**config.mk**
```make
export PLATFORM = sky130hd
export DESIGN_NAME = svd_top
export DESIGN_NICKNAME = d
export VERILOG_FILES = /design/src/logic/svd_pkg.sv /design/src/logic/svd_settle_timer.sv /design/src/logic/svd_top.sv
export SDC_FILE = /design/constraint.sdc
export NUM_CORES = 1
export LEC_CHECK = 0
export BUFFER_PORTS_ARGS = -buffer_cell sky130_fd_sc_hd__buf_2
export CORE_MARGIN = 5
export CORE_UTILIZATION = 30
export CTS_CLUSTER_DIAMETER = 120
export DETAILED_ROUTE_END_ITERATION = 8
export PLACE_DENSITY = 0.47
export SYNTH_ARGS = -nofsm -noshare
export SYNTH_HDL_FRONTEND = slang
export SYNTH_HIERARCHICAL = 1
export SYNTH_SLANG_ARGS = --single-unit
```
**constraint.sdc**
```tcl
create_clock -name ref_clk -period 2.6 [get_ports ref_clk]
set_input_delay 0.52 -clock ref_clk [delete_from_list [all_inputs] [get_ports ref_clk]]
set_output_delay 0.52 -clock ref_clk [all_outputs]
set_load 0.02 [all_outputs]
```
**src/logic/svd_pkg.sv**
```systemverilog
`default_nettype none

package svd_pkg;

	// ----------------------------------------------------------------
	// Bus geometry and register offsets
	// ----------------------------------------------------------------
	localparam int unsigned SVD_AW = 2;
	localparam int unsigned SVD_DW = 8;
	localparam logic [SVD_AW-1:0] SVD_OFS_CONTROL = 2'h0;
	localparam logic [SVD_AW-1:0] SVD_OFS_REQUEST = 2'h1;
	localparam logic [SVD_AW-1:0] SVD_OFS_IRQ_EN = 2'h2;
	localparam logic [SVD_AW-1:0] SVD_OFS_GLOBAL = 2'h3;

	// ----------------------------------------------------------------
	// Field positions
	// ----------------------------------------------------------------
	localparam int unsigned SVD_BIT_DIR = 7;
	localparam int unsigned SVD_BIT_UNUSED = 6;
	localparam int unsigned SVD_BIT_SETTLED = 5;
	localparam int unsigned SVD_BIT_PWR = 4;
	localparam int unsigned SVD_LVL_MSB = 3;
	localparam int unsigned SVD_LVL_LSB = 0;
	localparam int unsigned SVD_LVL_W = SVD_LVL_MSB - SVD_LVL_LSB + 1;
	localparam int unsigned SVD_BIT_EVENT = 2;
	localparam int unsigned SVD_BIT_GIE = 0;

	// ----------------------------------------------------------------
	// Reset values and level codes
	// ----------------------------------------------------------------
	localparam logic SVD_DIR_RESET = 1'h0;
	localparam logic SVD_PWR_RESET = 1'h0;
	localparam logic [SVD_LVL_W-1:0] SVD_LVL_RESET = 4'h5;
	localparam logic [SVD_LVL_W-1:0] SVD_LVL_MIN = 4'h0;
	localparam logic [SVD_LVL_W-1:0] SVD_LVL_MAX = 4'he;
	localparam logic [SVD_LVL_W-1:0] SVD_LVL_RESERVED = 4'hf;
	localparam logic [SVD_DW-1:0] SVD_ZERO = 8'h00;

	// ----------------------------------------------------------------
	// Timing
	// ----------------------------------------------------------------
	localparam int unsigned SVD_CLK_PERIOD_NS = 40;
	localparam int unsigned SVD_SETTLE_TIME_NS = 20000;

	// ----------------------------------------------------------------
	// Detector states
	// ----------------------------------------------------------------
	typedef enum logic [1:0] {
		SVD_ST_OFF,
		SVD_ST_SETTLING,
		SVD_ST_READY
	} svd_state_t;

	// Address match for one register access
	function automatic logic svd_hit(input logic strobe, input logic [SVD_AW-1:0] addr,
		input logic [SVD_AW-1:0] ofs);
		svd_hit = strobe && (addr == ofs);
	endfunction

endpackage

`default_nettype wire

```
**src/logic/svd_settle_timer.sv**
```systemverilog
`default_nettype none

module svd_settle_timer
	import svd_pkg::*;
#(
	parameter int unsigned SETTLE_CYCLES = 500,
	parameter int unsigned CW = $clog2(SETTLE_CYCLES + 1) + 1
) (
	input wire logic ref_clk,
	input wire logic arst_n,
	input wire logic run,
	output logic done
);

	// ----------------------------------------------------------------
	// Stabilization counter
	// ----------------------------------------------------------------
	logic [CW-1:0] count_reg;
	logic [CW-1:0] count_next;
	logic done_reg;
	logic done_next;

	// Restart on every stop, saturate at the interval end
	always_comb begin
		count_next = count_reg;
		done_next = done_reg;
		if (!run) begin
			count_next = '0;
			done_next = 1'b0;
		end else if (count_reg == CW'(SETTLE_CYCLES)) begin
			done_next = 1'b1;
		end else begin
			count_next = count_reg + CW'(1);
		end
	end

	// Counter registers
	always_ff @(posedge ref_clk or negedge arst_n) begin
		if (!arst_n) begin
			count_reg <= '0;
			done_reg <= 1'b0;
		end else begin
			count_reg <= count_next;
			done_reg <= done_next;
		end
	end

	assign done = done_reg;

endmodule

`default_nettype wire

```
**src/logic/svd_top.sv**
```systemverilog
// The address-and-strobe port and the register addresses were decided locally.
`default_nettype none

module svd_top
	import svd_pkg::*;
#(
	parameter int unsigned SETTLE_TIME_NS = SVD_SETTLE_TIME_NS,
	parameter int unsigned CLK_PERIOD_NS = SVD_CLK_PERIOD_NS
) (
	input wire logic ref_clk,
	input wire logic arst_n,
	input wire logic [SVD_AW-1:0] reg_addr,
	input wire logic [SVD_DW-1:0] reg_wdata,
	input wire logic reg_wr,
	input wire logic reg_rd,
	output logic [SVD_DW-1:0] reg_rdata,
	input wire logic supply_at_or_above,
	input wire logic supply_at_or_below,
	input wire logic ref_stable,
	input wire logic sleep_mode,
	output logic detector_power_enable,
	output logic [SVD_LVL_W-1:0] trip_level_code,
	output logic crossing_direction_select,
	output logic reference_settled_flag,
	output logic threshold_event_flag,
	output logic threshold_event_irq_enable,
	output logic supply_threshold_interrupt,
	output logic wake_request
);

	// ----------------------------------------------------------------
	// Derived timing
	// ----------------------------------------------------------------

	// Least time, rounded up, never below one cycle
	localparam int unsigned SETTLE_RAW = (SETTLE_TIME_NS + CLK_PERIOD_NS - 1) / CLK_PERIOD_NS;
	localparam int unsigned SETTLE_CYCLES = (SETTLE_RAW < 1) ? 1 : SETTLE_RAW;

	// ----------------------------------------------------------------
	// Declarations
	// ----------------------------------------------------------------
	logic dir_reg;
	logic dir_next;
	logic pwr_reg;
	logic pwr_next;
	logic [SVD_LVL_W-1:0] lvl_reg;
	logic [SVD_LVL_W-1:0] lvl_next;
	logic event_reg;
	logic event_next;
	logic irq_en_reg;
	logic irq_en_next;
	logic gie_reg;
	logic gie_next;
	logic [SVD_DW-1:0] rdata_reg;
	logic [SVD_DW-1:0] rdata_next;
	svd_state_t state_reg;
	svd_state_t state_next;
	logic settled_reg;
	logic settled_next;
	logic ctrl_wr;
	logic req_wr;
	logic ien_wr;
	logic gie_wr;
	logic event_clear;
	logic crossing;
	logic event_set;
	logic timer_done;
	logic [SVD_DW-1:0] ctrl_view;
	logic [SVD_DW-1:0] req_view;
	logic [SVD_DW-1:0] ien_view;
	logic [SVD_DW-1:0] gie_view;

	// ----------------------------------------------------------------
	// Write decode
	// ----------------------------------------------------------------

	// One strobe per register
	assign ctrl_wr = svd_hit(reg_wr, reg_addr, SVD_OFS_CONTROL);
	assign req_wr = svd_hit(reg_wr, reg_addr, SVD_OFS_REQUEST);
	assign ien_wr = svd_hit(reg_wr, reg_addr, SVD_OFS_IRQ_EN);
	assign gie_wr = svd_hit(reg_wr, reg_addr, SVD_OFS_GLOBAL);

	// ----------------------------------------------------------------
	// Control register
	// ----------------------------------------------------------------

	// Direction, power and level fields; bits 6 and 5 are not stored
	always_comb begin
		dir_next = dir_reg;
		pwr_next = pwr_reg;
		lvl_next = lvl_reg;
		if (ctrl_wr) begin
			dir_next = reg_wdata[SVD_BIT_DIR];
			pwr_next = reg_wdata[SVD_BIT_PWR];
			lvl_next = reg_wdata[SVD_LVL_MSB:SVD_LVL_LSB];
		end
	end

	always_ff @(posedge ref_clk or negedge arst_n) begin
		if (!arst_n) begin
			dir_reg <= SVD_DIR_RESET;
			pwr_reg <= SVD_PWR_RESET;
			lvl_reg <= SVD_LVL_RESET;
		end else begin
			dir_reg <= dir_next;
			pwr_reg <= pwr_next;
			lvl_reg <= lvl_next;
		end
	end

	// ----------------------------------------------------------------
	// Stabilization interval
	// ----------------------------------------------------------------

	// Counter runs only while powered, so each switch-on restarts it
	svd_settle_timer #(
		.SETTLE_CYCLES(SETTLE_CYCLES)
	) u_settle (
		.ref_clk(ref_clk),
		.arst_n(arst_n),
		.run(pwr_reg),
		.done(timer_done)
	);

	// Detector sequencing
	always_comb begin
		state_next = state_reg;
		case (state_reg)
			SVD_ST_OFF: begin
				if (pwr_reg) begin
					state_next = SVD_ST_SETTLING;
				end
			end
			SVD_ST_SETTLING: begin
				if (!pwr_reg) begin
					state_next = SVD_ST_OFF;
				end else if (timer_done && ref_stable) begin
					state_next = SVD_ST_READY;
				end
			end
			SVD_ST_READY: begin
				if (!pwr_reg) begin
					state_next = SVD_ST_OFF;
				end
			end
			default: begin
				state_next = SVD_ST_OFF;
			end
		endcase
	end

	always_comb begin
		settled_next = (state_next == SVD_ST_READY);
	end

	// Sequencer registers
	always_ff @(posedge ref_clk or negedge arst_n) begin
		if (!arst_n) begin
			state_reg <= SVD_ST_OFF;
			settled_reg <= 1'b0;
		end else begin
			state_reg <= state_next;
			settled_reg <= settled_next;
		end
	end

	// ----------------------------------------------------------------
	// Crossing detection
	// ----------------------------------------------------------------

	assign crossing = dir_reg ? supply_at_or_above : supply_at_or_below;

	assign event_set = pwr_reg && settled_reg && crossing;

	// ----------------------------------------------------------------
	// Request, enable and global enable registers
	// ----------------------------------------------------------------

	assign event_clear = req_wr && reg_wdata[SVD_BIT_EVENT];

	// Sticky flag, set beats clear; enables are plain storage
	always_comb begin
		event_next = event_reg;
		irq_en_next = irq_en_reg;
		gie_next = gie_reg;
		if (event_clear) begin
			event_next = 1'b0;
		end
		if (event_set) begin
			event_next = 1'b1;
		end
		if (ien_wr) begin
			irq_en_next = reg_wdata[SVD_BIT_EVENT];
		end
		if (gie_wr) begin
			gie_next = reg_wdata[SVD_BIT_GIE];
		end
	end

	// Flag and enable registers
	always_ff @(posedge ref_clk or negedge arst_n) begin
		if (!arst_n) begin
			event_reg <= 1'b0;
			irq_en_reg <= 1'b0;
			gie_reg <= 1'b0;
		end else begin
			event_reg <= event_next;
			irq_en_reg <= irq_en_next;
			gie_reg <= gie_next;
		end
	end

	// ----------------------------------------------------------------
	// Read path
	// ----------------------------------------------------------------

	// Register images, unused bits zero
	always_comb begin
		ctrl_view = SVD_ZERO;
		ctrl_view[SVD_BIT_DIR] = dir_reg;
		ctrl_view[SVD_BIT_UNUSED] = 1'b0;
		ctrl_view[SVD_BIT_SETTLED] = settled_reg;
		ctrl_view[SVD_BIT_PWR] = pwr_reg;
		ctrl_view[SVD_LVL_MSB:SVD_LVL_LSB] = lvl_reg;
		req_view = SVD_ZERO;
		req_view[SVD_BIT_EVENT] = event_reg;
		ien_view = SVD_ZERO;
		ien_view[SVD_BIT_EVENT] = irq_en_reg;
		gie_view = SVD_ZERO;
		gie_view[SVD_BIT_GIE] = gie_reg;
	end

	// Data valid only in the cycle after the read strobe
	always_comb begin
		rdata_next = SVD_ZERO;
		if (reg_rd) begin
			case (reg_addr)
				SVD_OFS_CONTROL: begin
					rdata_next = ctrl_view;
				end
				SVD_OFS_REQUEST: begin
					rdata_next = req_view;
				end
				SVD_OFS_IRQ_EN: begin
					rdata_next = ien_view;
				end
				SVD_OFS_GLOBAL: begin
					rdata_next = gie_view;
				end
				default: begin
					rdata_next = SVD_ZERO;
				end
			endcase
		end
	end

	// Read data register
	always_ff @(posedge ref_clk or negedge arst_n) begin
		if (!arst_n) begin
			rdata_reg <= SVD_ZERO;
		end else begin
			rdata_reg <= rdata_next;
		end
	end

	// ----------------------------------------------------------------
	// Outputs
	// ----------------------------------------------------------------

	// Analog side controls, straight from storage
	assign detector_power_enable = pwr_reg;
	assign trip_level_code = lvl_reg;
	assign crossing_direction_select = dir_reg;

	// Status copies for the system
	assign reference_settled_flag = settled_reg;
	assign threshold_event_flag = event_reg;
	assign threshold_event_irq_enable = irq_en_reg;
	assign reg_rdata = rdata_reg;

	assign supply_threshold_interrupt = event_reg && irq_en_reg && gie_reg;

	assign wake_request = event_reg && irq_en_reg && sleep_mode;

endmodule

`default_nettype wire

```
Word level (Yosys, flattened, before mapping)
Index checks and enable logic that the tools add are counted.
{"block": "classes", "n_addsub": 1, "n_eq_ne": 9, "muxes": 14, "reduce_logical": 14}
{"op": "$pmux W8 S4", "count": 1}
{"op": "$mux W10", "count": 2}
{"op": "$logic_and A1 B1 Y1", "count": 11}
{"op": "$add A10 B1 Y10 const B", "count": 1}
{"op": "$eq A10 B9 Y1 const B", "count": 1}
{"op": "$eq A2 B2 Y1 const B", "count": 4}
{"op": "$mux W2", "count": 4}
{"op": "$mux W8", "count": 1}
{"op": "$pmux W2 S3", "count": 1}
{"op": "$mux W1", "count": 5}
{"op": "$eq A2 B1 Y1 const B", "count": 2}
{"op": "$logic_not A2 Y1", "count": 2}
{"op": "$ne A2 B1 Y1 const B", "count": 1}
{"op": "$ne A2 B2 Y1 const B", "count": 1}
{"op": "$reduce_bool A2 Y1", "count": 1}
{"block": "totals", "reg_bits": 31, "input_bits": 18, "out_inout_bits": 19, "wordCells": 49}

Logic depth before layout (Yosys ltp)
{"block": "logic_depth", "word_depth": 5, "mapped_depth": 5}

Hierarchy
Netlist, hierarchy kept.
{"mod": "svd_top", "instances": 1, "cells_each": 60, "area_per_inst_um2": 790.8}
{"mod": "svd_settle_timer", "instances": 1, "cells_each": 59, "area_per_inst_um2": 580.6}

Worst setup path before layout
Ideal clock, no wire load.
{"block": "synth_path", "kind": "input-to-reg", "start": "input reg_addr[1]", "end": "register dir_reg, in the netlist crossing_direction_select", "setup_time_ns": 0.125, "arrival_time_ns": 1.291, "t_required_ns": 2.475, "setup_slack_ns": 1.184, "stages": 3, "cell_sequence": "buf_6 nor3b_4 mux2_2"}
{"block": "synth_between", "elab_chain_cells": 2}
{"item": "start, declared", "line": "svd_top.sv:12", "text": "input wire logic [SVD_AW-1:0] reg_addr,"}
{"item": "$logic_not A2 Y1", "line": "svd_pkg.sv:57", "text": "svd_hit = strobe && (addr == ofs);"}
{"item": "$logic_and A1 B1 Y1", "line": "svd_pkg.sv:57"}
{"item": "end signal, assigned", "line": "svd_top.sv:105", "text": "dir_reg <= dir_next;"}
{"item": "end, declared", "line": "svd_top.sv:42", "text": "logic dir_reg;"}
Every way passes these cells.
A chain may end at the register's enable or synchronous reset.

Final worst setup path
{"block": "layout_path", "start": "register pwr_reg, in the netlist detector_power_enable", "end": "output detector_power_enable"}
{"item": "start, declared", "line": "svd_top.sv:44", "text": "logic pwr_reg;"}
{"item": "start signal, assigned", "line": "svd_top.sv:106", "text": "pwr_reg <= pwr_next;"}
{"item": "end, declared", "line": "svd_top.sv:21", "text": "output logic detector_power_enable,"}
No word-level cell between the ends.

==> impl_metrics.yaml <==
status:
  status: "complete, no violations"
setup_path:
  slowest_delay_ns: 0.68
  startpoint_type: "flop"
  critPathSlowestCell: "dfrtp_1"
  r2r_cells: 5
  rr_startpoint: "u_settle/count_reg[0]"
  crit_buf_inv: 1
  rr_endpoint: "u_settle/count_reg[1]"
  path_class: "flop to primary output"
  rrSetupSlack_ns: 1.09
  cp_top_family: "flip-flops"
  cp_max_fo: 17
  arrival_ns: 1.23
  crit_chain: "buf_2"
  crit_required_ns: 2.08
  endpoint_kind: "primary output"
flow_run:
  cap_violations: 0
clocking:
  cts_max_level: 2
  holdBufCountCts: 0
  post_cts_resize_count: 0
  clk_pin_slew_worst_paths_ns: 0.07
  clock-root-buffer: "clkbuf_8"
  cts_buffer_depth: 2
  tritoncts: "done"
  clock_latency_ns: 0.28
  numCtsBuffers: 5
  postCtsSetupBuffers: 0
  cts_sinks: 30
routing:
  drcViolationCount: 0
  drt_iter0_drc: 52
  ant_nets: 0
  routed_wl_um: 2900
  firstDrtPassIters: 2
  routedWlPerCell_um: 13.9
  vias_per_cell: 4.90
  vias: 1020
pwr:
  p_leak_nw: 0.800
  power_density_nw_per_um2: 669
  peakVddDrop_mv: 0.143
  p_total_w: 0.00111
layout:
  fin_nets: 175
  antenna_cells: 0
  layout_common_cells: "buf_2 (33), dfrtp_1 (28), nand2_1 (9)"
  final_common_cell: "buf_2"
  fin_cells: 208
  area_delta_synth_final_pct: 21.3
  layout-drive-gt1-share: 0.346
  largest_register_ffs: 10
  fill_cells: 473
timing:
  post-route-period-util: 0.674
  tightest_slew_ns: 0.667
  setup_tns_ns: 0
  grt_setup_unrepaired: "no"
  slew_headroom: 0.555
  clock_skew_ns: 0.00272
  fin_crit_ns: 1.75
  setup_viol: 0
  report.final.slew_viol_count: 0
  fmax_mhz: 571
  hold_viol_final: 0
synthesis:
  synth_fp_nets: 139
  netlist_area_um2: 1370
  synth_cells: 119
  synth.avg_cell_area_um2: 11.5
  synth.distinct_cells: 36
  ys_ff_latch: 30
  yosys_warnings: 6
  synth_seq_area_share: 0.549
die:
  die_area_um2: 6020
  core.rowCount: 24
  die-width_um: 77.6
  chipHeight_um: 77.6
  io-pin-count: 37
  core_um2: 4380
  start_util: 0.313
place:
  placedCellCount: 200
  gp_congestion: 0.715
  post-dp-hpwl_um: 2140
  port_buffers: 33
grt:
  grt-busiest-layer: "met2"
  grt_use_total: 0.104
  use_met1: 0.123
  use_met2: 0.160
  grt_max_degree: 31
  gr-total-overflow: 0
  grt_pass1_vias: 1048
  antenna_found_initial: 0
  use_met3: 0.0475
  grt_pass1_wl_um: 5040
min_path:
  hold_path_class: "input port to asynchronous set/reset pin"
-- how the worst max path moves through the flow --
stage	from	to	cells past startpoint
finish	detector_power_enable	detector_power_enable	1
global route	detector_power_enable	detector_power_enable	1
CTS	detector_power_enable	detector_power_enable	1
detailed placement	reg_addr[1]	crossing_direction_select	3
global placement	reg_addr[1]	trip_level_code[1]	3
floorplan	reg_addr[1]	crossing_direction_select	3
-- report_power, final --
group	switching [W]	total, W	internal, W
Sequential	0.0000452	0.000555	0.000510
Combinational	0.0000946	0.000163	0.0000681
Clock	0.000183	0.000395	0.000212
Total	0.000322	0.00111	0.000790
-- synthesized netlist by cell type --
cell       n  area share
nor2_1     3      0.0082
nor3_2     1      0.0073
buf_6      2       0.016
nand2_1    9       0.025
mux2_2     8       0.066
nor3b_4    1       0.014
nor2b_1    1      0.0046
o41ai_1    1      0.0064
clkbuf_1   1      0.0027
ha_1       2       0.018
o21a_1     1      0.0055
a31oi_1    1      0.0046
buf_4      1      0.0055
xnor2_1    1      0.0064
inv_1      5       0.014
dfstp_2    2       0.038
o311ai_0   1      0.0064
nand2b_1   3       0.014
and3_1     8       0.036
a21boi_0   1      0.0055
conb_1     1      0.0027
dfrtp_1   28        0.51
or3_1      3       0.014
nand3_1    6       0.022
o31ai_1    2       0.011
nand4_1    2      0.0091
nand3b_1   1      0.0055
mux2i_1    4       0.029
and2_1     1      0.0046
a311oi_1   1      0.0064
a21oi_1    5       0.018
or4_1      1      0.0055
a32o_1     1      0.0073
o21ai_0    6       0.022
nand4b_1   3       0.019
nand4_2    1      0.0091
-- per-stage QoR --
step	hold slack [ns]	util	setup WS, ns	area, um^2
6_report	0.270	0.379	0.849	1660
5_1_grt	0.318	0.379	0.763	1660
4_1_cts	0.288	0.379	0.828	1660
3_5_place_dp	0.465	0.358	0.982	1570
3_3_place_gp	0.439	0.358	1.01	1570
2_1_floorplan	0.224	-	1.18	1370
-- metal layers --
layer  up-vias  routed length (um)
met2        26                1340
met4         0                  36
met5         -                   0
li1        499                   -
met1       490                1310
met3         5                 218
-- area by class of cell --
| class | count | area, um^2 | share of cell area |
|---|---|---|---|
| Sequential cell | 30 | 753 | 0.453 |
| Multi-Input combinational cell | 80 | 566 | 0.340 |
| Timing Repair Buffer | 33 | 165 | 0.0993 |
| Clock buffer | 6 | 82.6 | 0.0497 |
| Tap cell | 52 | 65.1 | 0.0391 |
| Inverter | 5 | 18.8 | 0.0113 |
| Clock inverter | 2 | 12.5 | 0.00752 |
-- logic make-up (layout without fill, tap and decap cells) --
group,Yosys count,count (layout),share of synthesized area
AOI/OAI and AO/OA,20,20,0.0931
xor gates and xnor gates,1,1,0.00639
adders and majority gates,2,2,0.0182
buffers and inverters,9,46,0.0383
DFF,30,30,0.549
muxes,12,12,0.0949
other,1,1,0.00273
and+or+nand+nor,44,44,0.197
Note: power is estimated with default switching activity, not from simulation.
